## src/rtl/iwr_pkg.sv

```systemverilog
// constants, register map and types for the i2c wait/release control block
// assumes a 32-bit apb slave port and 8-bit registers in the low byte lanes
package iwr_pkg;
  localparam int IWR_AW = 8;
  // register byte offsets
  localparam logic [IWR_AW-1:0] IWR_OFS_CTRL = 8'h00;
  localparam logic [IWR_AW-1:0] IWR_OFS_STAT = 8'h04;
  localparam logic [IWR_AW-1:0] IWR_OFS_FLAG = 8'h08;
  localparam logic [IWR_AW-1:0] IWR_OFS_SADR = 8'h0c;
  localparam logic [IWR_AW-1:0] IWR_OFS_ISTS = 8'h10;
  localparam logic [IWR_AW-1:0] IWR_OFS_IMSK = 8'h14;
  localparam logic [7:0] IWR_RST_BYTE = 8'h00;
  // channel_control fields
  localparam int CC_EN = 7;
  localparam int CC_EXIT = 6;
  localparam int CC_WCAN = 5;
  localparam int CC_SPIE = 4;
  localparam int CC_WTIM = 3;
  localparam int CC_ACKE = 2;
  localparam int CC_STT = 1;
  localparam int CC_SPT = 0;
  // bus_status_register fields
  localparam int ST_MST = 7;
  localparam int ST_EXC = 6;
  localparam int ST_COI = 5;
  localparam int ST_TRC = 4;
  localparam int ST_ACKD = 3;
  localparam int ST_STD = 2;
  localparam int ST_SPD = 1;
  localparam int ST_WAIT = 0;
  // flag register fields
  localparam int FL_STBY = 4;
  localparam int FL_STCF = 3;
  localparam int FL_BSY = 2;
  localparam int FL_CLD = 1;
  localparam int FL_DAD = 0;
  // interrupt status / mask fields
  localparam int IRQ_W = 3;
  localparam int IRQ_WAIT = 0;
  localparam int IRQ_STOP = 1;
  localparam int IRQ_WAKE = 2;
  // serial clock counting
  localparam int CNT_W = 4;
  localparam logic [CNT_W-1:0] CNT_ZERO = 4'h0;
  localparam logic [CNT_W-1:0] CNT_ONE = 4'h1;
  localparam logic [CNT_W-1:0] CNT_EIGHT = 4'h8;
  localparam logic [CNT_W-1:0] CNT_NINE = 4'h9;
  localparam logic [3:0] EXT_PREFIX = 4'h0;
  typedef enum logic [2:0] {
    PH_IDLE = 3'b001,
    PH_ADDR = 3'b010,
    PH_DATA = 3'b100
  } iwr_phase_t;
endpackage

```

## src/rtl/iwr_ctrl.sv

```systemverilog
// i2c channel wait, release and interrupt-point control with apb registers
// assumes open-drain pins resolved outside; serial clock made by the partner
// Overview of operation
// exit request abandons transfer, floats lines, clears flags
// after exit, standby until stop detected
// standby also ends on address match or extension
// exit request self-clears after execution, zero at reset
// writing one releases wait; clears itself after
// disable resets status, fail, busy, level flags
// requests ignored while unit disabled
// enable with scl high, sda low means start
// request bits always read back as zero
// stop interrupt gated by enable bit, reset clear
// select zero: interrupt and wait at eighth fall
// select one: interrupt and wait at ninth fall
// address transfer interrupts at ninth fall always; code raises wake, and wait for an extension-code slave, at eighth fall
// select takes effect after address transfer
// master waits at ninth fall during address
// addressed slave waits at ninth fall after ack
// extension-code slave waits at eighth fall
// wait holds clock line low until released
//
// Local design decisions: the address map and register access over APB.
module iwr_ctrl
  import iwr_pkg::*;
(
  // clock, reset, enable
  input wire logic clk_sys,
  input wire logic rst,
  input wire logic ce,
  // apb slave
  input wire logic psel,
  input wire logic penable,
  input wire logic pwrite,
  input wire logic [IWR_AW-1:0] paddr,
  input wire logic [31:0] pwdata,
  output logic [31:0] prdata,
  output logic pready,
  output logic pslverr,
  // serial bus pins
  input wire logic scl_in,
  output logic scl_out,
  output logic scl_oe,
  input wire logic sda_in,
  output logic sda_out,
  output logic sda_oe,
  // interrupt
  output logic irq
);

  function automatic logic [CNT_W-1:0] wait_point(input iwr_phase_t ph, input logic ext,
                                                  input logic mst, input logic wtim);
    if (ph == PH_ADDR) begin
      wait_point = (ext && !mst) ? CNT_EIGHT : CNT_NINE;
    end else begin
      wait_point = wtim ? CNT_NINE : CNT_EIGHT;
    end
  endfunction

  // pin synchronisers; stage 3 only gives the previous level for edges
  logic scl_s1_q, scl_s2_q, scl_s3_q, sda_s1_q, sda_s2_q, sda_s3_q;
  always_ff @(posedge clk_sys) begin
    if (rst) begin
      scl_s1_q <= 1'b1;
      scl_s2_q <= 1'b1;
      scl_s3_q <= 1'b1;
      sda_s1_q <= 1'b1;
      sda_s2_q <= 1'b1;
      sda_s3_q <= 1'b1;
    end else if (ce) begin
      scl_s1_q <= scl_in;
      scl_s2_q <= scl_s1_q;
      scl_s3_q <= scl_s2_q;
      sda_s1_q <= sda_in;
      sda_s2_q <= sda_s1_q;
      sda_s3_q <= sda_s2_q;
    end
  end

  // control and status state
  logic en_q, en_d, en_prev_q, exit_q, exit_d, wcan_q, wcan_d;
  logic spie_q, spie_d, wtim_q, wtim_d, acke_q, acke_d, stt_q, stt_d, spt_q, spt_d;
  logic mst_q, mst_d, exc_q, exc_d, coi_q, coi_d, trc_q, trc_d;
  logic ackd_q, ackd_d, std_q, std_d, spd_q, spd_d, wait_q, wait_d;
  logic stby_q, stby_d, stcf_q, stcf_d, bsy_q, bsy_d, cld_q, cld_d, dad_q, dad_d;
  logic ackdrv_q, ackdrv_d, stdrv_q, stdrv_d;
  logic rose_q, rose_d, sda_oe_q;
  logic [7:0] sadr_q, sadr_d, shift_q, shift_d;
  logic [IRQ_W-1:0] ists_q, ists_d, imsk_q, imsk_d, ev;
  logic [CNT_W-1:0] cnt_q, cnt_d, cnt_n;
  iwr_phase_t ph_q, ph_d;
  logic [31:0] prdata_q, prdata_d;
  logic pready_q, pslverr_q, pslverr_d, irq_q;
  logic scl_rise, scl_fall, start_det, stop_det, wr, match, ext;

  assign wr = psel && penable && pwrite && pready_q;
  assign scl_rise = scl_s2_q && !scl_s3_q;
  assign scl_fall = !scl_s2_q && scl_s3_q;
  // enabling with scl high and sda low reads as a start at once
  assign start_det = en_q && scl_s2_q && ((scl_s3_q && !sda_s2_q && sda_s3_q) ||
                     (!en_prev_q && !sda_s2_q));
  assign stop_det = en_q && scl_s2_q && scl_s3_q && sda_s2_q && !sda_s3_q;
  assign match = (shift_q[7:1] == sadr_q[6:0]);
  assign ext = (shift_q[7:4] == EXT_PREFIX);

  always_comb begin
    en_d = en_q;
    exit_d = exit_q;
    wcan_d = wcan_q;
    spie_d = spie_q;
    wtim_d = wtim_q;
    acke_d = acke_q;
    stt_d = stt_q;
    spt_d = spt_q;
    mst_d = mst_q;
    exc_d = exc_q;
    coi_d = coi_q;
    trc_d = trc_q;
    ackd_d = ackd_q;
    std_d = std_q;
    spd_d = spd_q;
    wait_d = wait_q;
    stby_d = stby_q;
    stcf_d = stcf_q;
    bsy_d = bsy_q;
    cld_d = cld_q;
    dad_d = dad_q;
    ackdrv_d = ackdrv_q;
    stdrv_d = stdrv_q;
    sadr_d = sadr_q;
    shift_d = shift_q;
    imsk_d = imsk_q;
    cnt_d = cnt_q;
    // the fall right after a start closes no bit, so count only after a rise
    cnt_n = rose_q ? cnt_q + CNT_ONE : cnt_q;
    rose_d = rose_q;
    ph_d = ph_q;
    ev = '0;
    ists_d = ists_q;
    if (wr) begin
      case (paddr)
        IWR_OFS_CTRL: begin
          en_d = pwdata[CC_EN];
          spie_d = pwdata[CC_SPIE];
          wtim_d = pwdata[CC_WTIM];
          acke_d = pwdata[CC_ACKE];
          stt_d = pwdata[CC_STT] | stt_q;
          spt_d = pwdata[CC_SPT] | spt_q;
          // request bits only act on an enabled unit
          exit_d = pwdata[CC_EXIT] && pwdata[CC_EN];
          wcan_d = (pwdata[CC_WCAN] && pwdata[CC_EN]) || wcan_q;
        end
        IWR_OFS_SADR: sadr_d = pwdata[7:0];
        IWR_OFS_IMSK: imsk_d = pwdata[IRQ_W-1:0];
        IWR_OFS_ISTS: ists_d = ists_q & ~pwdata[IRQ_W-1:0];
        default: ;
      endcase
    end
    if (en_q) begin
      cld_d = scl_s2_q;
      dad_d = sda_s2_q;
      if (start_det) begin
        bsy_d = 1'b1;
        std_d = 1'b1;
        spd_d = 1'b0;
        ph_d = PH_ADDR;
        cnt_d = CNT_ZERO;
        {exc_d, coi_d, trc_d, ackd_d} = 4'h0;
        rose_d = 1'b0;
        stt_d = 1'b0;
      end
      if (stop_det) begin
        bsy_d = 1'b0;
        spd_d = 1'b1;
        std_d = 1'b0;
        ph_d = PH_IDLE;
        mst_d = 1'b0;
        spt_d = 1'b0;
        wait_d = 1'b0;
        ackdrv_d = 1'b0;
        stby_d = 1'b0;
        rose_d = 1'b0;
        ev[IRQ_STOP] = spie_q;
      end
      if (scl_rise && ph_q != PH_IDLE) begin
        rose_d = 1'b1;
        if (cnt_q < CNT_EIGHT) begin
          shift_d = {shift_q[6:0], sda_s2_q};
        end else if (!sda_s2_q && !ackdrv_q) begin
          ackd_d = 1'b1;
        end
      end
      if (scl_fall && ph_q != PH_IDLE) begin
        stdrv_d = 1'b0;
        rose_d = 1'b0;
        cnt_d = cnt_n;
        if (cnt_n == CNT_EIGHT && ph_q == PH_ADDR) begin
          coi_d = match;
          exc_d = ext;
          trc_d = mst_q ? !shift_q[0] : shift_q[0];
          if (match || ext) begin
            stby_d = 1'b0;
            ev[IRQ_WAKE] = 1'b1;
          end
        end
        if (cnt_n == CNT_EIGHT) begin
          ackdrv_d = !stby_d && !mst_q && ((ph_q == PH_ADDR && match) ||
                     (ph_q == PH_DATA && acke_q && !trc_q && (coi_q || exc_q)));
        end
        // select is read per byte; the address byte uses fixed points
        if (!stby_d && (mst_q || coi_d || exc_d) &&
            cnt_n == wait_point(ph_q, exc_d, mst_q, wtim_q)) begin
          wait_d = 1'b1;
          ev[IRQ_WAIT] = 1'b1;
        end
        if (cnt_n == CNT_NINE) begin
          ackdrv_d = 1'b0;
          cnt_d = CNT_ZERO;
          ph_d = PH_DATA;
        end
      end
      if (wcan_q && wait_q) begin
        wait_d = 1'b0;
        wcan_d = 1'b0;
      end
      if (stt_q && !stdrv_q && !start_det) begin
        stt_d = 1'b0;
        if (bsy_q) begin
          stcf_d = 1'b1;
        end else begin
          stdrv_d = 1'b1;
          mst_d = 1'b1;
        end
      end
      if (exit_q) begin
        exit_d = 1'b0;
        stby_d = 1'b1;
        wait_d = 1'b0;
        ackdrv_d = 1'b0;
        stdrv_d = 1'b0;
        wcan_d = 1'b0;
        ph_d = PH_IDLE;
        {stt_d, spt_d, mst_d, exc_d, coi_d, trc_d, ackd_d, std_d} = 8'h00;
        rose_d = 1'b0;
      end
    end else begin
      // disabled unit: status, fail, busy and levels cleared, requests dropped
      {mst_d, exc_d, coi_d, trc_d, ackd_d, std_d, spd_d} = 7'h00;
      {stcf_d, bsy_d, cld_d, dad_d} = 4'h0;
      {exit_d, wcan_d, wait_d, stby_d, ackdrv_d, stdrv_d, stt_d, spt_d} = 8'h00;
      ph_d = PH_IDLE;
      cnt_d = CNT_ZERO;
      rose_d = 1'b0;
    end
    ists_d = ists_d | ev;
  end

  // apb read path: data and error latched in setup, held through access
  always_comb begin
    prdata_d = prdata_q;
    pslverr_d = pslverr_q;
    if (psel && !penable) begin
      pslverr_d = 1'b0;
      prdata_d = '0;
      case (paddr)
        IWR_OFS_CTRL: prdata_d[7:0] = {en_q, 2'b00, spie_q, wtim_q, acke_q, stt_q, spt_q};
        IWR_OFS_STAT: prdata_d[7:0] = {mst_q, exc_q, coi_q, trc_q, ackd_q, std_q, spd_q, wait_q};
        IWR_OFS_FLAG: prdata_d[7:0] = {3'b000, stby_q, stcf_q, bsy_q, cld_q, dad_q};
        IWR_OFS_SADR: prdata_d[7:0] = sadr_q;
        IWR_OFS_ISTS: prdata_d[IRQ_W-1:0] = ists_q;
        IWR_OFS_IMSK: prdata_d[IRQ_W-1:0] = imsk_q;
        default: pslverr_d = 1'b1;
      endcase
    end
  end

  always_ff @(posedge clk_sys) begin
    if (rst) begin
      {en_q, en_prev_q, exit_q, wcan_q, spie_q, wtim_q, acke_q, stt_q, spt_q} <= 9'h000;
      {mst_q, exc_q, coi_q, trc_q, ackd_q, std_q, spd_q, wait_q} <= IWR_RST_BYTE;
      {stby_q, stcf_q, bsy_q, cld_q, dad_q, ackdrv_q, stdrv_q} <= 7'h00;
      {rose_q, sda_oe_q} <= 2'b00;
      sadr_q <= IWR_RST_BYTE;
      shift_q <= IWR_RST_BYTE;
      ists_q <= '0;
      imsk_q <= '0;
      cnt_q <= CNT_ZERO;
      ph_q <= PH_IDLE;
      prdata_q <= '0;
      pslverr_q <= 1'b0;
      pready_q <= 1'b0;
      irq_q <= 1'b0;
    end else if (ce) begin
      en_q <= en_d;
      en_prev_q <= en_q;
      exit_q <= exit_d;
      wcan_q <= wcan_d;
      spie_q <= spie_d;
      wtim_q <= wtim_d;
      acke_q <= acke_d;
      stt_q <= stt_d;
      spt_q <= spt_d;
      mst_q <= mst_d;
      exc_q <= exc_d;
      coi_q <= coi_d;
      trc_q <= trc_d;
      ackd_q <= ackd_d;
      std_q <= std_d;
      spd_q <= spd_d;
      wait_q <= wait_d;
      stby_q <= stby_d;
      stcf_q <= stcf_d;
      bsy_q <= bsy_d;
      cld_q <= cld_d;
      dad_q <= dad_d;
      ackdrv_q <= ackdrv_d;
      stdrv_q <= stdrv_d;
      rose_q <= rose_d;
      sda_oe_q <= ackdrv_d || stdrv_d;
      sadr_q <= sadr_d;
      shift_q <= shift_d;
      ists_q <= ists_d;
      imsk_q <= imsk_d;
      cnt_q <= cnt_d;
      ph_q <= ph_d;
      prdata_q <= prdata_d;
      pslverr_q <= pslverr_d;
      pready_q <= 1'b1;
      irq_q <= |(ists_d & imsk_d);
    end
  end

  assign prdata = prdata_q;
  assign pready = pready_q;
  assign pslverr = pslverr_q;
  // open drain: the driven level is always low, only the enables move
  assign scl_out = 1'b0;
  assign sda_out = 1'b0;
  assign scl_oe = wait_q;
  assign sda_oe = sda_oe_q;
  assign irq = irq_q;
endmodule

```

## config.mk

```make
export PLATFORM = sky130hd
export DESIGN_NAME = iwr_ctrl
export DESIGN_NICKNAME = d
export VERILOG_FILES = /design/src/rtl/iwr_pkg.sv /design/src/rtl/iwr_ctrl.sv
export SDC_FILE = /design/constraint.sdc
export NUM_CORES = 1
export LEC_CHECK = 0
export BUFFER_PORTS_ARGS = -buffer_cell sky130_fd_sc_hd__clkbuf_2
export CELL_PAD_IN_SITES_DETAIL_PLACEMENT = 1
export CELL_PAD_IN_SITES_GLOBAL_PLACEMENT = 1
export CORE_UTILIZATION = 34
export CTS_BUF_LIST = sky130_fd_sc_hd__clkbuf_8
export DETAILED_ROUTE_END_ITERATION = 6
export HOLD_SLACK_MARGIN = 0.02
export PLACE_DENSITY = 0.77
export SLEW_MARGIN = 20
export SYNTH_ARGS = -nofsm -noshare
export SYNTH_HDL_FRONTEND = slang
export SYNTH_SLANG_ARGS = --single-unit
```

## constraint.sdc

```tcl
create_clock -name clk_sys -period 1.9 [get_ports clk_sys]
set_input_delay 0.095 -clock clk_sys [delete_from_list [all_inputs] [get_ports clk_sys]]
set_output_delay 0.095 -clock clk_sys [all_outputs]
set_load 0.005 [all_outputs]
```

==> results of run 1 <==
kinds of logic after synthesis:
group / after synthesis / synth area share [%]
AND/OR/NAND/NOR: 181 / 24.1
AO/OA/AOI/OAI: 100 / 17.2
flip-flops: 72 / 36.3
buffers and inverters: 58 / 8.26
multiplexers: 41 / 11.4
XOR/XNOR: 11 / 2.43
adder cells (fa/ha/maj): 1 / 0.315
other: 1 / 0.0945
flip-flops by register name, indices dropped and copies added, names as in the netlist, 3 cells and up:
| signal | flops |
|---|---|
| cnt_q | 4 |
| shift_q | 8 |
| sadr_q | 8 |
| ph_q | 3 |
| ists_q | 3 |
| imsk_q | 3 |
| prdata | 8 |
worst max path at each step:
stage,start,end,cells past startpoint
floorplan,cnt_q[1],sda_oe,7
global placement,cnt_q[1],irq,9
detailed placement,cnt_q[1],irq,9
CTS,cnt_q[1],irq,9
global route,cnt_q[1],sda_oe,7
finish,cnt_q[1],sda_oe,7
layer usage:
| metal | up-vias | part of all wire (%) | global-route usage [%] | wire (microns) |
|---|---|---|---|---|
| met3 | 24 | 5.4 | 3.82 | 679 |
| met1 | 1860 | 43 | 26.4 | 5420 |
| met5 | - | 0 | 0 | 0 |
| met2 | 143 | 50 | 35.2 | 6250 |
| li1 | 1777 | - | - | - |
| met4 | 0 | 1.9 | 8.67 | 245 |
cell type report:
type	instances	area share, %
sequential	72	29.5
clock inverter	6	1.25
tap	143	3.64
clock buffer	9	2.52
multi-input combinational	360	49.9
timing repair buffer	91	12.5
inverter	9	0.687
layout by cell type (no fill, tap or decap), types with 4 or more instances in the layout:
| cell | instances |
|---|---|
| clkbuf_8 | 9 |
| nor3_1 | 10 |
| o21ai_0 | 15 |
| dfxtp_2 | 4 |
| and2_1 | 4 |
| nor3_4 | 5 |
| mux2i_1 | 32 |
| conb_1 | 26 |
| a31oi_1 | 7 |
| clkbuf_2 | 36 |
| inv_1 | 6 |
| o211ai_1 | 5 |
| nor2_1 | 59 |
| a211oi_1 | 5 |
| nand4_1 | 6 |
| nand3_1 | 20 |
| xnor2_1 | 9 |
| a221oi_1 | 6 |
| buf_4 | 50 |
| or3_1 | 4 |
| dlygate4sd3_1 | 4 |
| dfxtp_1 | 67 |
| a21o_1 | 6 |
| a21oi_1 | 23 |
| nand2_1 | 40 |
where the power goes:
group          switching (mW)  internal [mW]  leakage (nW)
Sequential             0.0114           1.52         0.585
Combinational           0.145         0.0870          1.19
Clock                   0.602          0.595        0.0948
critical path, cell delays in order (launching register included):
cell and delay, ns:
dfxtp_4 0.37, ha_4 0.14, nand2_4 0.07, and3b_4 0.21, or3_4 0.36, o211a_4 0.17, o2111a_1 0.24, or3_1 0.30
per-stage QoR:
step	TNS, ns	area (sq um)
finish	-0.186	4920
global route	-0.605	4920
CTS	-0.299	4780
detailed placement	-0.629	4520
global placement	-0.391	4520
floorplan	0	4080
timing repair:
action                                  4_1_cts  5_1_grt
pin swaps                                     5       11
hold buffers                                  4        0
gates resized for setup                       4       29
endpoints found under the hold margin         6        0
endpoints found under the setup margin        7       14
setup buffers                                 3        2
==> out/metrics.cfg, run 1 <==
[run_status]
violations=setup timing
run_status=finished, violations left

[final_layout]
drive_gt1_share_pct=28.2
final_util_pct=43.1
nFillCells=1352
fin_nets=592
multiInputGateArea_sq_um=2450
fin_cells=690
seq_area_sq_um=1450
area_delta_synth_final_pct=23.9
antenna_cells=0

[logic_synthesis]
seq_area_frac_synth_pct=36.3
yosysTopAreaCell=dfxtp_1
synthFlopType=dfxtp_1
async_flop_share_pct=0
synth_top_area_share_pct=36.3
yosys-top-cells-area=dfxtp_1, mux2i_1, nor2_1
yosys-top-cells-count=dfxtp_1, nor2_1, nand2_1
synth_edf_count=0
synth_area_per_cell_sq_um=8.54
yosysWarnings=0
synth_most_common_cell=dfxtp_1
ys_types=69
ys_ff_latch=72
synthCells=465
syn_area_sq_um=3970

[clocking]
h-tree-depth=3
cts-root-buf=clkbuf_8
cts.sinks=72
clk_pin_slew_worst_paths_ns=0.08
clk_latency_ns=0.35
cts_inserted_buffers=9
cts_tree=yes
clk_path_buf_depth=2

[floorplanning]
core-area_sq_um=11400
start_util_pct=34.8
chipWidth_microns=110
num_rows=39
num_io_pins=87
fp.dieH_microns=110
dieArea_sq_um=12100

[worst_hold_path]
worstHoldStart=pwdata[6]
hold_path_class=in2reg
whs_endpoint=exit_q
hold_path_depth=3

[detailed_routing]
drt_iter0_drc=292
route.vias.total=3804
wl_per_cell_microns=18.3
wl_microns=12600
drt-pass1-iter-count=5
routed_via_density=5.51
detail-route-antenna-nets=0
drc=0

[place]
dp_slack_ns=-0.180
hpwl_microns=9490
port_buffers=36
place.gp.congestion=0.879
post-place-cells=669

[setup_path]
crit_type=reg2reg
end_kind=register
required_ns=2.13
crit_path_max_fanout=4
reg2reg_depth=7
arrival_ns=2.22
crit_path_start_kind=register
regToRegSetupSlack_ns=-0.09
r2r_end=sda_oe
reg2reg_from=cnt_q[1]

[timing]
drv_slew=0
setup_viol=5
worst_clock_skew_ns=0.0141
setup_slack_ns=-0.0852
holdWs_ns=0.0499
slew_headroom_pct=54.6
finalHoldViolCount=0
worst_pin_slew_ns=0.679
fmax_mhz=504
rsz0062_at_grt=yes
fin_crit_sh_pct=104
min_period_ns=1.99

[power_and_ir_drop]
p_total_mw=2.96
pwr_density_cell_nw_per_um2=603
p_leak_nw=1.87
peakVddDrop_uv=363

[global_route]
antenna_found_initial=0
grt_pass1_wl_microns=19300
grt_overflow=0
grt_pass1_vias=3793
grt_usage_pct=21.0
grt_max_degree=28

[flow_run]
maxCapViolations=0

Power figures use the tool's default switching activity.
==> inputs of run 2 (changes only) <==
--- a/config.mk
+++ b/config.mk
@@ -12,6 +12,7 @@
 export CTS_BUF_LIST = sky130_fd_sc_hd__clkbuf_8
 export DETAILED_ROUTE_END_ITERATION = 6
 export HOLD_SLACK_MARGIN = 0.02
+export MAX_ROUTING_LAYER = met4
 export PLACE_DENSITY = 0.77
 export SLEW_MARGIN = 20
 export SYNTH_ARGS = -nofsm -noshare
==> out/metrics.cfg, run 2 (same netlist as run 1, synthesis figures left out) <==
[setup_path]
arrival_ns=2.23  ; was 2.22 ns
crit_start=cnt_q[1]  ; unchanged
end_kind=register  ; unchanged
crit_slowest_cell=or3_4  ; was dfxtp_4
reg2reg_from=cnt_q[1]  ; unchanged
path_cells=ha_4 -> nand2_4 -> and3b_4 -> or3_4 -> o211a_1 -> o2111a_1 -> or3_1  ; was ha_4 -> nand2_4 -> and3b_4 -> or3_4 -> o211a_4 -> o2111a_1 -> or3_1
crit_path_max_fanout=4  ; unchanged
slowest_delay_ns=0.39  ; was 0.37 ns
crit_path_start_kind=register  ; unchanged
critical_path_buf_inv_count=0  ; unchanged
crit_type=reg2reg  ; unchanged
required_ns=2.14  ; was 2.13 ns
critical_path.top_delay_family=simple AND/OR/NAND/NOR gates  ; unchanged

[place]
place.gp.congestion=0.885  ; was 0.879
hpwl_microns=9330  ; was 9490 microns
port_buffers=36  ; unchanged
dp_slack_ns=-0.138  ; was -0.180 ns

[worst_hold_path]
hold_path_class=in2reg  ; unchanged
worstHoldStart=pwdata[6]  ; unchanged

[power_and_ir_drop]
p_switching_mw=0.766  ; was 0.759 mW
pwr-share-clk_pct=39.4  ; was 40.4%
power_frac_comb_pct=8.0  ; was 7.8%
p_int_mw=2.15  ; was 2.20 mW
p_sw_share_pct=26.3  ; was 25.6%
p_total_mw=2.91  ; was 2.96 mW
peakVddDrop_uv=267  ; was 363 uV
p_leak_nw=1.89  ; was 1.87 nW
pwr_density_cell_nw_per_um2=596  ; was 603 nW/um^2
p_seq_share_pct=52.6  ; was 51.8%

[timing]
setup_slack_ns=-0.0888  ; was -0.0852 ns
fmax_mhz=503  ; was 504 MHz
setup_viol=4  ; was 5
drv_slew=0  ; unchanged
worst_pin_slew_ns=0.715  ; was 0.679 ns
finalHoldViolCount=0  ; unchanged
slew_headroom_pct=52.2  ; was 54.6%
min_period_ns=1.99  ; about the same
fin_crit_sh_pct=105  ; was 104%
rsz0062_at_grt=yes  ; unchanged
worst_clock_skew_ns=0.0131  ; was 0.0141 ns

[final_layout]
layout_commonest_cell=dfxtp_1  ; unchanged
seq_area_sq_um=1450  ; about the same
fin_nets=597  ; was 592
drive_gt1_share_pct=27.3  ; was 28.2%
antenna_cells=0  ; unchanged
mostFrequentLayoutCells=dfxtp_1, nor2_1, buf_4  ; unchanged
multiInputGateArea_sq_um=2380  ; was 2450 sq um
nFillCells=1398  ; was 1352
final_util_pct=42.8  ; was 43.1%
area_delta_synth_final_pct=23.0  ; was 23.9%

[detailed_routing]
drt-pass1-iter-count=5  ; unchanged
route.vias.total=3718  ; was 3804
wl_per_cell_microns=17.8  ; was 18.3 microns
drt_iter0_drc=363  ; was 292
drc=0  ; unchanged
detail-route-antenna-nets=0  ; unchanged
wl_microns=12400  ; was 12600 microns
routed_via_density=5.34  ; was 5.51

[floorplanning]
start_util_pct=34.8  ; unchanged
dieArea_sq_um=12100  ; unchanged
chipWidth_microns=110  ; unchanged
num_io_pins=87  ; unchanged
core-area_sq_um=11400  ; unchanged
fp.dieH_microns=110  ; unchanged
num_rows=39  ; unchanged

[global_route]
grt_max_degree=28  ; unchanged
grt_overflow=0  ; unchanged
grt_pass1_wl_microns=19400  ; was 19300 microns
antenna_found_initial=0  ; unchanged
grt_pass1_vias=3798  ; was 3793
grt_usage_pct=21.9  ; was 21.0%

[run_status]
violations=setup timing  ; unchanged
run_status=finished, violations left  ; unchanged

[flow_run]
maxCapViolations=0  ; unchanged

[clocking]
h-tree-depth=3  ; unchanged
clk_pin_slew_worst_paths_ns=0.08  ; about the same
cts_tree=yes  ; unchanged
clk_path_buf_depth=2  ; unchanged
cts-root-buf=clkbuf_8  ; unchanged
clk_latency_ns=0.37  ; was 0.35 ns
cts.sinks=72  ; unchanged
cts_inserted_buffers=9  ; unchanged

==> run 2: cell count changes in the layout (fill, tap and decap cells not counted), moves of 2 or more <==
cell      delta
mux2i_1      +2
clkinv_2     -2
o31ai_1      +2
dfxtp_2      -2
clkbuf_8     +2
buf_4        +4
o31ai_4      -2
==> run 2: layer usage <==
| metal | vias to the layer above | track usage, % | wire length (microns) |
|---|---|---|---|
| met5 | - | - | 0 |
| met4 | 0 | 10.5 | 278 |
| met3 | 22 | 3.23 | 411 |
| met2 | 87 | 35.1 | 6120 |
| met1 | 1815 | 27.0 | 5540 |
| li1 | 1794 | - | - |
==> run 2: cell type report <==
class                           instances  area share (%)
Clock inverter                          5           0.666
Sequential cell                        72            29.7
Timing Repair Buffer                   96            13.5
Multi-Input combinational cell        360            48.7
Clock buffer                           11            3.10
Tap cell                              143            3.66
Inverter                                9           0.692
==> run 2: timing repair <==
| item | in CTS | in global routing |
|---|---|---|
| endpoints found under the hold margin | 6 | 0 |
| resized for setup | 7 | 15 |
| endpoints found under the setup margin | 7 | 15 |
| buffers inserted | 2 | 5 |
| pin swaps | 5 | 5 |
| hold buffers | 4 | 0 |
==> run 2: power by group through the flow <==
| stage | logic, mW | registers (mW) | clock network (mW) |
|---|---|---|---|
| after floorplan | 0.163 | 1.57 | 0 |
| after global placement | 0.217 | 1.57 | 0 |
| after detailed placement | 0.223 | 1.57 | 0 |
| after CTS | 0.230 | 1.53 | 1.17 |
| after global routing | 0.260 | 1.53 | 1.24 |
| final | 0.233 | 1.53 | 1.15 |
==> run 2: worst paths after layout <==
check / cells after the start / slack (ns) / end
worst max-delay path: 7 / -0.09 / sda_oe
worst min-delay path: 3 / 0.02 / sadr_q[6]
worst max register to register: 7 / -0.09 / sda_oe
worst min register to register: 2 / 0.46 / std_q
==> run 2: worst min-delay path, cell delays in order <==
cell and delay [ns]:
clkbuf_2 0.11, mux2i_1 0.07, nor2_1 0.08
==> run 2: stage by stage <==
| step | hold WS, ns | cells | setup TNS (ns) | area, sq um |
|---|---|---|---|---|
| 6_report | 0.0210 | 696 | -0.197 | 4880 |
| 5_1_grt | 0.0435 | 696 | -0.796 | 4880 |
| 4_1_cts | 0.0219 | 692 | -0.277 | 4800 |
| 3_5_place_dp | 0.338 | 671 | -0.665 | 4540 |
| 3_3_place_gp | 0.317 | 671 | -0.419 | 4540 |
| 2_1_floorplan | 0.223 | 490 | 0 | 4080 |
==> inputs of run 3 (changes only) <==
==> constraint.sdc (replaced) <==
create_clock -name clk_sys -period 1.9 [get_ports clk_sys]
set_input_delay 0.38 -clock clk_sys [delete_from_list [all_inputs] [get_ports clk_sys]]
set_output_delay 0.38 -clock clk_sys [all_outputs]
set_load 0.005 [all_outputs]
==> out/metrics.cfg, run 3 (same netlist as run 1, synthesis figures left out) <==
[final_layout]
drive_gt1_share_pct=30.9  ; was 27.3%
area_delta_synth_final_pct=26.8  ; was 23.0%
fin_nets=607  ; was 597
nFillCells=1369  ; was 1398
antenna_cells=0  ; unchanged
layout_commonest_cell=dfxtp_1  ; unchanged
mostFrequentLayoutCells=dfxtp_1, buf_4, nor2_1  ; was dfxtp_1, nor2_1, buf_4

[timing]
fmax_mhz=494  ; was 503 MHz
rsz0062_at_grt=yes  ; unchanged
setup_tns_ns=-0.745  ; was -0.197 ns
setup_slack_ns=-0.126  ; was -0.0888 ns
fin_crit_sh_pct=107  ; was 105%
min_period_ns=2.03  ; was 1.99 ns
worst_clock_skew_ns=0.0113  ; was 0.0131 ns
setup_viol=11  ; was 4
finalHoldViolCount=0  ; unchanged
drv_slew=0  ; unchanged

[power_and_ir_drop]
pwr-share-clk_pct=40.5  ; was 39.4%
p_sw_share_pct=27.3  ; was 26.3%
power_frac_comb_pct=8.2  ; was 8.0%
peakVddDrop_uv=467  ; was 267 uV
p_int_mw=2.17  ; was 2.15 mW
pwr_density_cell_nw_per_um2=593  ; was 596 nW/um^2
p_leak_nw=1.95  ; was 1.89 nW
p_seq_share_pct=51.3  ; was 52.6%
p_switching_mw=0.816  ; was 0.766 mW

[place]
hpwl_microns=9610  ; was 9330 microns
port_buffers=36  ; unchanged
place.gp.congestion=0.887  ; was 0.885
dp_slack_ns=-0.194  ; was -0.138 ns

[setup_path]
regToRegSetupSlack_ns=-0.13  ; was -0.09 ns
path_cells=ha_4 -> nand2_4 -> and3b_4 -> o31ai_2 -> mux2i_1 -> o311ai_2 -> buf_4 -> o31ai_2  ; was ha_4 -> nand2_4 -> and3b_4 -> or3_4 -> o211a_1 -> o2111a_1 -> or3_1
end_kind=register  ; unchanged
reg2reg_from=cnt_q[1]  ; unchanged
arrival_ns=2.31  ; was 2.23 ns
crit_start=cnt_q[1]  ; unchanged
reg2reg_depth=8  ; was 7
crit_path_start_kind=register  ; unchanged
slowest_delay_ns=0.38  ; was 0.39 ns
r2r_end=irq  ; was sda_oe
critical_path.top_delay_family=compound AO/OA/AOI/OAI gates  ; was simple AND/OR/NAND/NOR gates
required_ns=2.18  ; was 2.14 ns
cpMostUsedCell=o31ai_2
crit_path_max_fanout=4  ; unchanged
crit_type=reg2reg  ; unchanged
crit_slowest_cell=dfxtp_4  ; was or3_4
critical_path_buf_inv_count=1  ; was 0
cp-endpoint=irq  ; was sda_oe
crit_cells=8  ; was 7

[detailed_routing]
drt_iter0_drc=215  ; was 363
wl_per_cell_microns=18.4  ; was 17.8 microns
drt-pass1-iter-count=4  ; was 5
route.vias.total=3806  ; was 3718
routed_via_density=5.39  ; was 5.34
drc=0  ; unchanged
detail-route-antenna-nets=0  ; unchanged
wl_microns=13000  ; was 12400 microns

[global_route]
grt_pass1_wl_microns=19600  ; was 19400 microns
grt_overflow=0  ; unchanged
grt_usage_pct=22.2  ; was 21.9%
grt_max_degree=28  ; unchanged
antenna_found_initial=0  ; unchanged
grt_pass1_vias=3817  ; was 3798

[floorplanning]
start_util_pct=34.8  ; unchanged
dieArea_sq_um=12100  ; unchanged
num_io_pins=87  ; unchanged
fp.dieH_microns=110  ; unchanged
chipWidth_microns=110  ; unchanged
num_rows=39  ; unchanged
core-area_sq_um=11400  ; unchanged

[clocking]
clk_pin_slew_worst_paths_ns=0.09  ; was 0.08 ns
cts-root-buf=clkbuf_8  ; unchanged
cts-hold-fix-buffers=0  ; was 4
cts_inserted_buffers=9  ; unchanged
cts_tree=yes  ; unchanged
clk_latency_ns=0.36  ; was 0.37 ns
clk_path_buf_depth=2  ; unchanged
h-tree-depth=3  ; unchanged
cts.sinks=72  ; unchanged

[run_status]
violations=setup timing  ; unchanged
run_status=finished, violations left  ; unchanged

[worst_hold_path]
hold_path_class=in2reg  ; unchanged

[flow_run]
maxCapViolations=0  ; unchanged

[run 3: changes by cell type in the layout (fill, tap and decap cells not counted), sizes merged]
cell / previous run / this run
dlygate4sd3: 4 / 0
clkinvlp: 2 / 3
buf: 56 / 70
clkinv: 4 / 3
[run 3: layout make-up]
type,instances,area (sq um),share of cell area (%)
multi-input combinational,360,2430,48.3
sequential,72,1450,28.8
timing repair buffer,106,751,14.9
tap,143,179,3.55
clock buffer,11,151,3.01
clock inverter,5,40.0,0.795
inverter,9,33.8,0.671
[run 3: worst register-to-register path, delay by kind of cell (launching register included)]
kind                     cells  cell delay (ns)
AO/OA/AOI/OAI                3             0.69
adder cells (fa/ha/maj)      1             0.14
buffers and inverters        1             0.19
flip-flops                   1             0.38
multiplexers                 1             0.28
AND/OR/NAND/NOR              2             0.27
[run 3: layer usage]
layer | up-vias | wire length [microns] | global-route usage [%]
met5 | - | 0 | -
met3 | 15 | 311 | 3.29
li1 | 1823 | - | -
met2 | 82 | 6600 | 37.1
met4 | 0 | 173 | 8.76
met1 | 1886 | 5910 | 26.9
[run 3: what timing repair did]
| action | in CTS | in global routing |
|---|---|---|
| resized for setup | 10 | 20 |
| setup buffers | 5 | 3 |
| pin swaps | 7 | 10 |
| setup endpoints to repair | 12 | 15 |
[run 3: through the flow]
stage	hold slack (ns)	instances	cell area [sq um]	power, mW	util (%)
6_report	0.239	706	5030	2.98	44.1
5_1_grt	0.239	706	5030	3.09	44.1
4_1_cts	0.232	704	4920	2.99	43.1
3_5_place_dp	0.440	684	4660	1.81	40.8
3_3_place_gp	0.437	684	4660	1.80	40.8
2_1_floorplan	0.422	490	4090	1.73	-
[run 3: worst min path at each step]
stage               startpoint        to  slack, ns  depth (start not counted)
global placement         std_q     std_q       0.44                          2
detailed placement       std_q     std_q       0.44                          2
finish                  scl_in  scl_s1_q       0.24                          3
CTS                     scl_in  scl_s1_q       0.23                          3
floorplan                std_q     std_q       0.42                          2
global route            sda_in  sda_s1_q       0.24                          3
[run 3: power by group through the flow]
stage	registers (mW)	logic, mW	clock network (mW)
2_1_floorplan	1.57	0.165	0
3_3_place_gp	1.57	0.231	0
3_5_place_dp	1.57	0.239	0
4_1_cts	1.53	0.240	1.22
5_1_grt	1.53	0.269	1.29
6_report	1.53	0.243	1.21
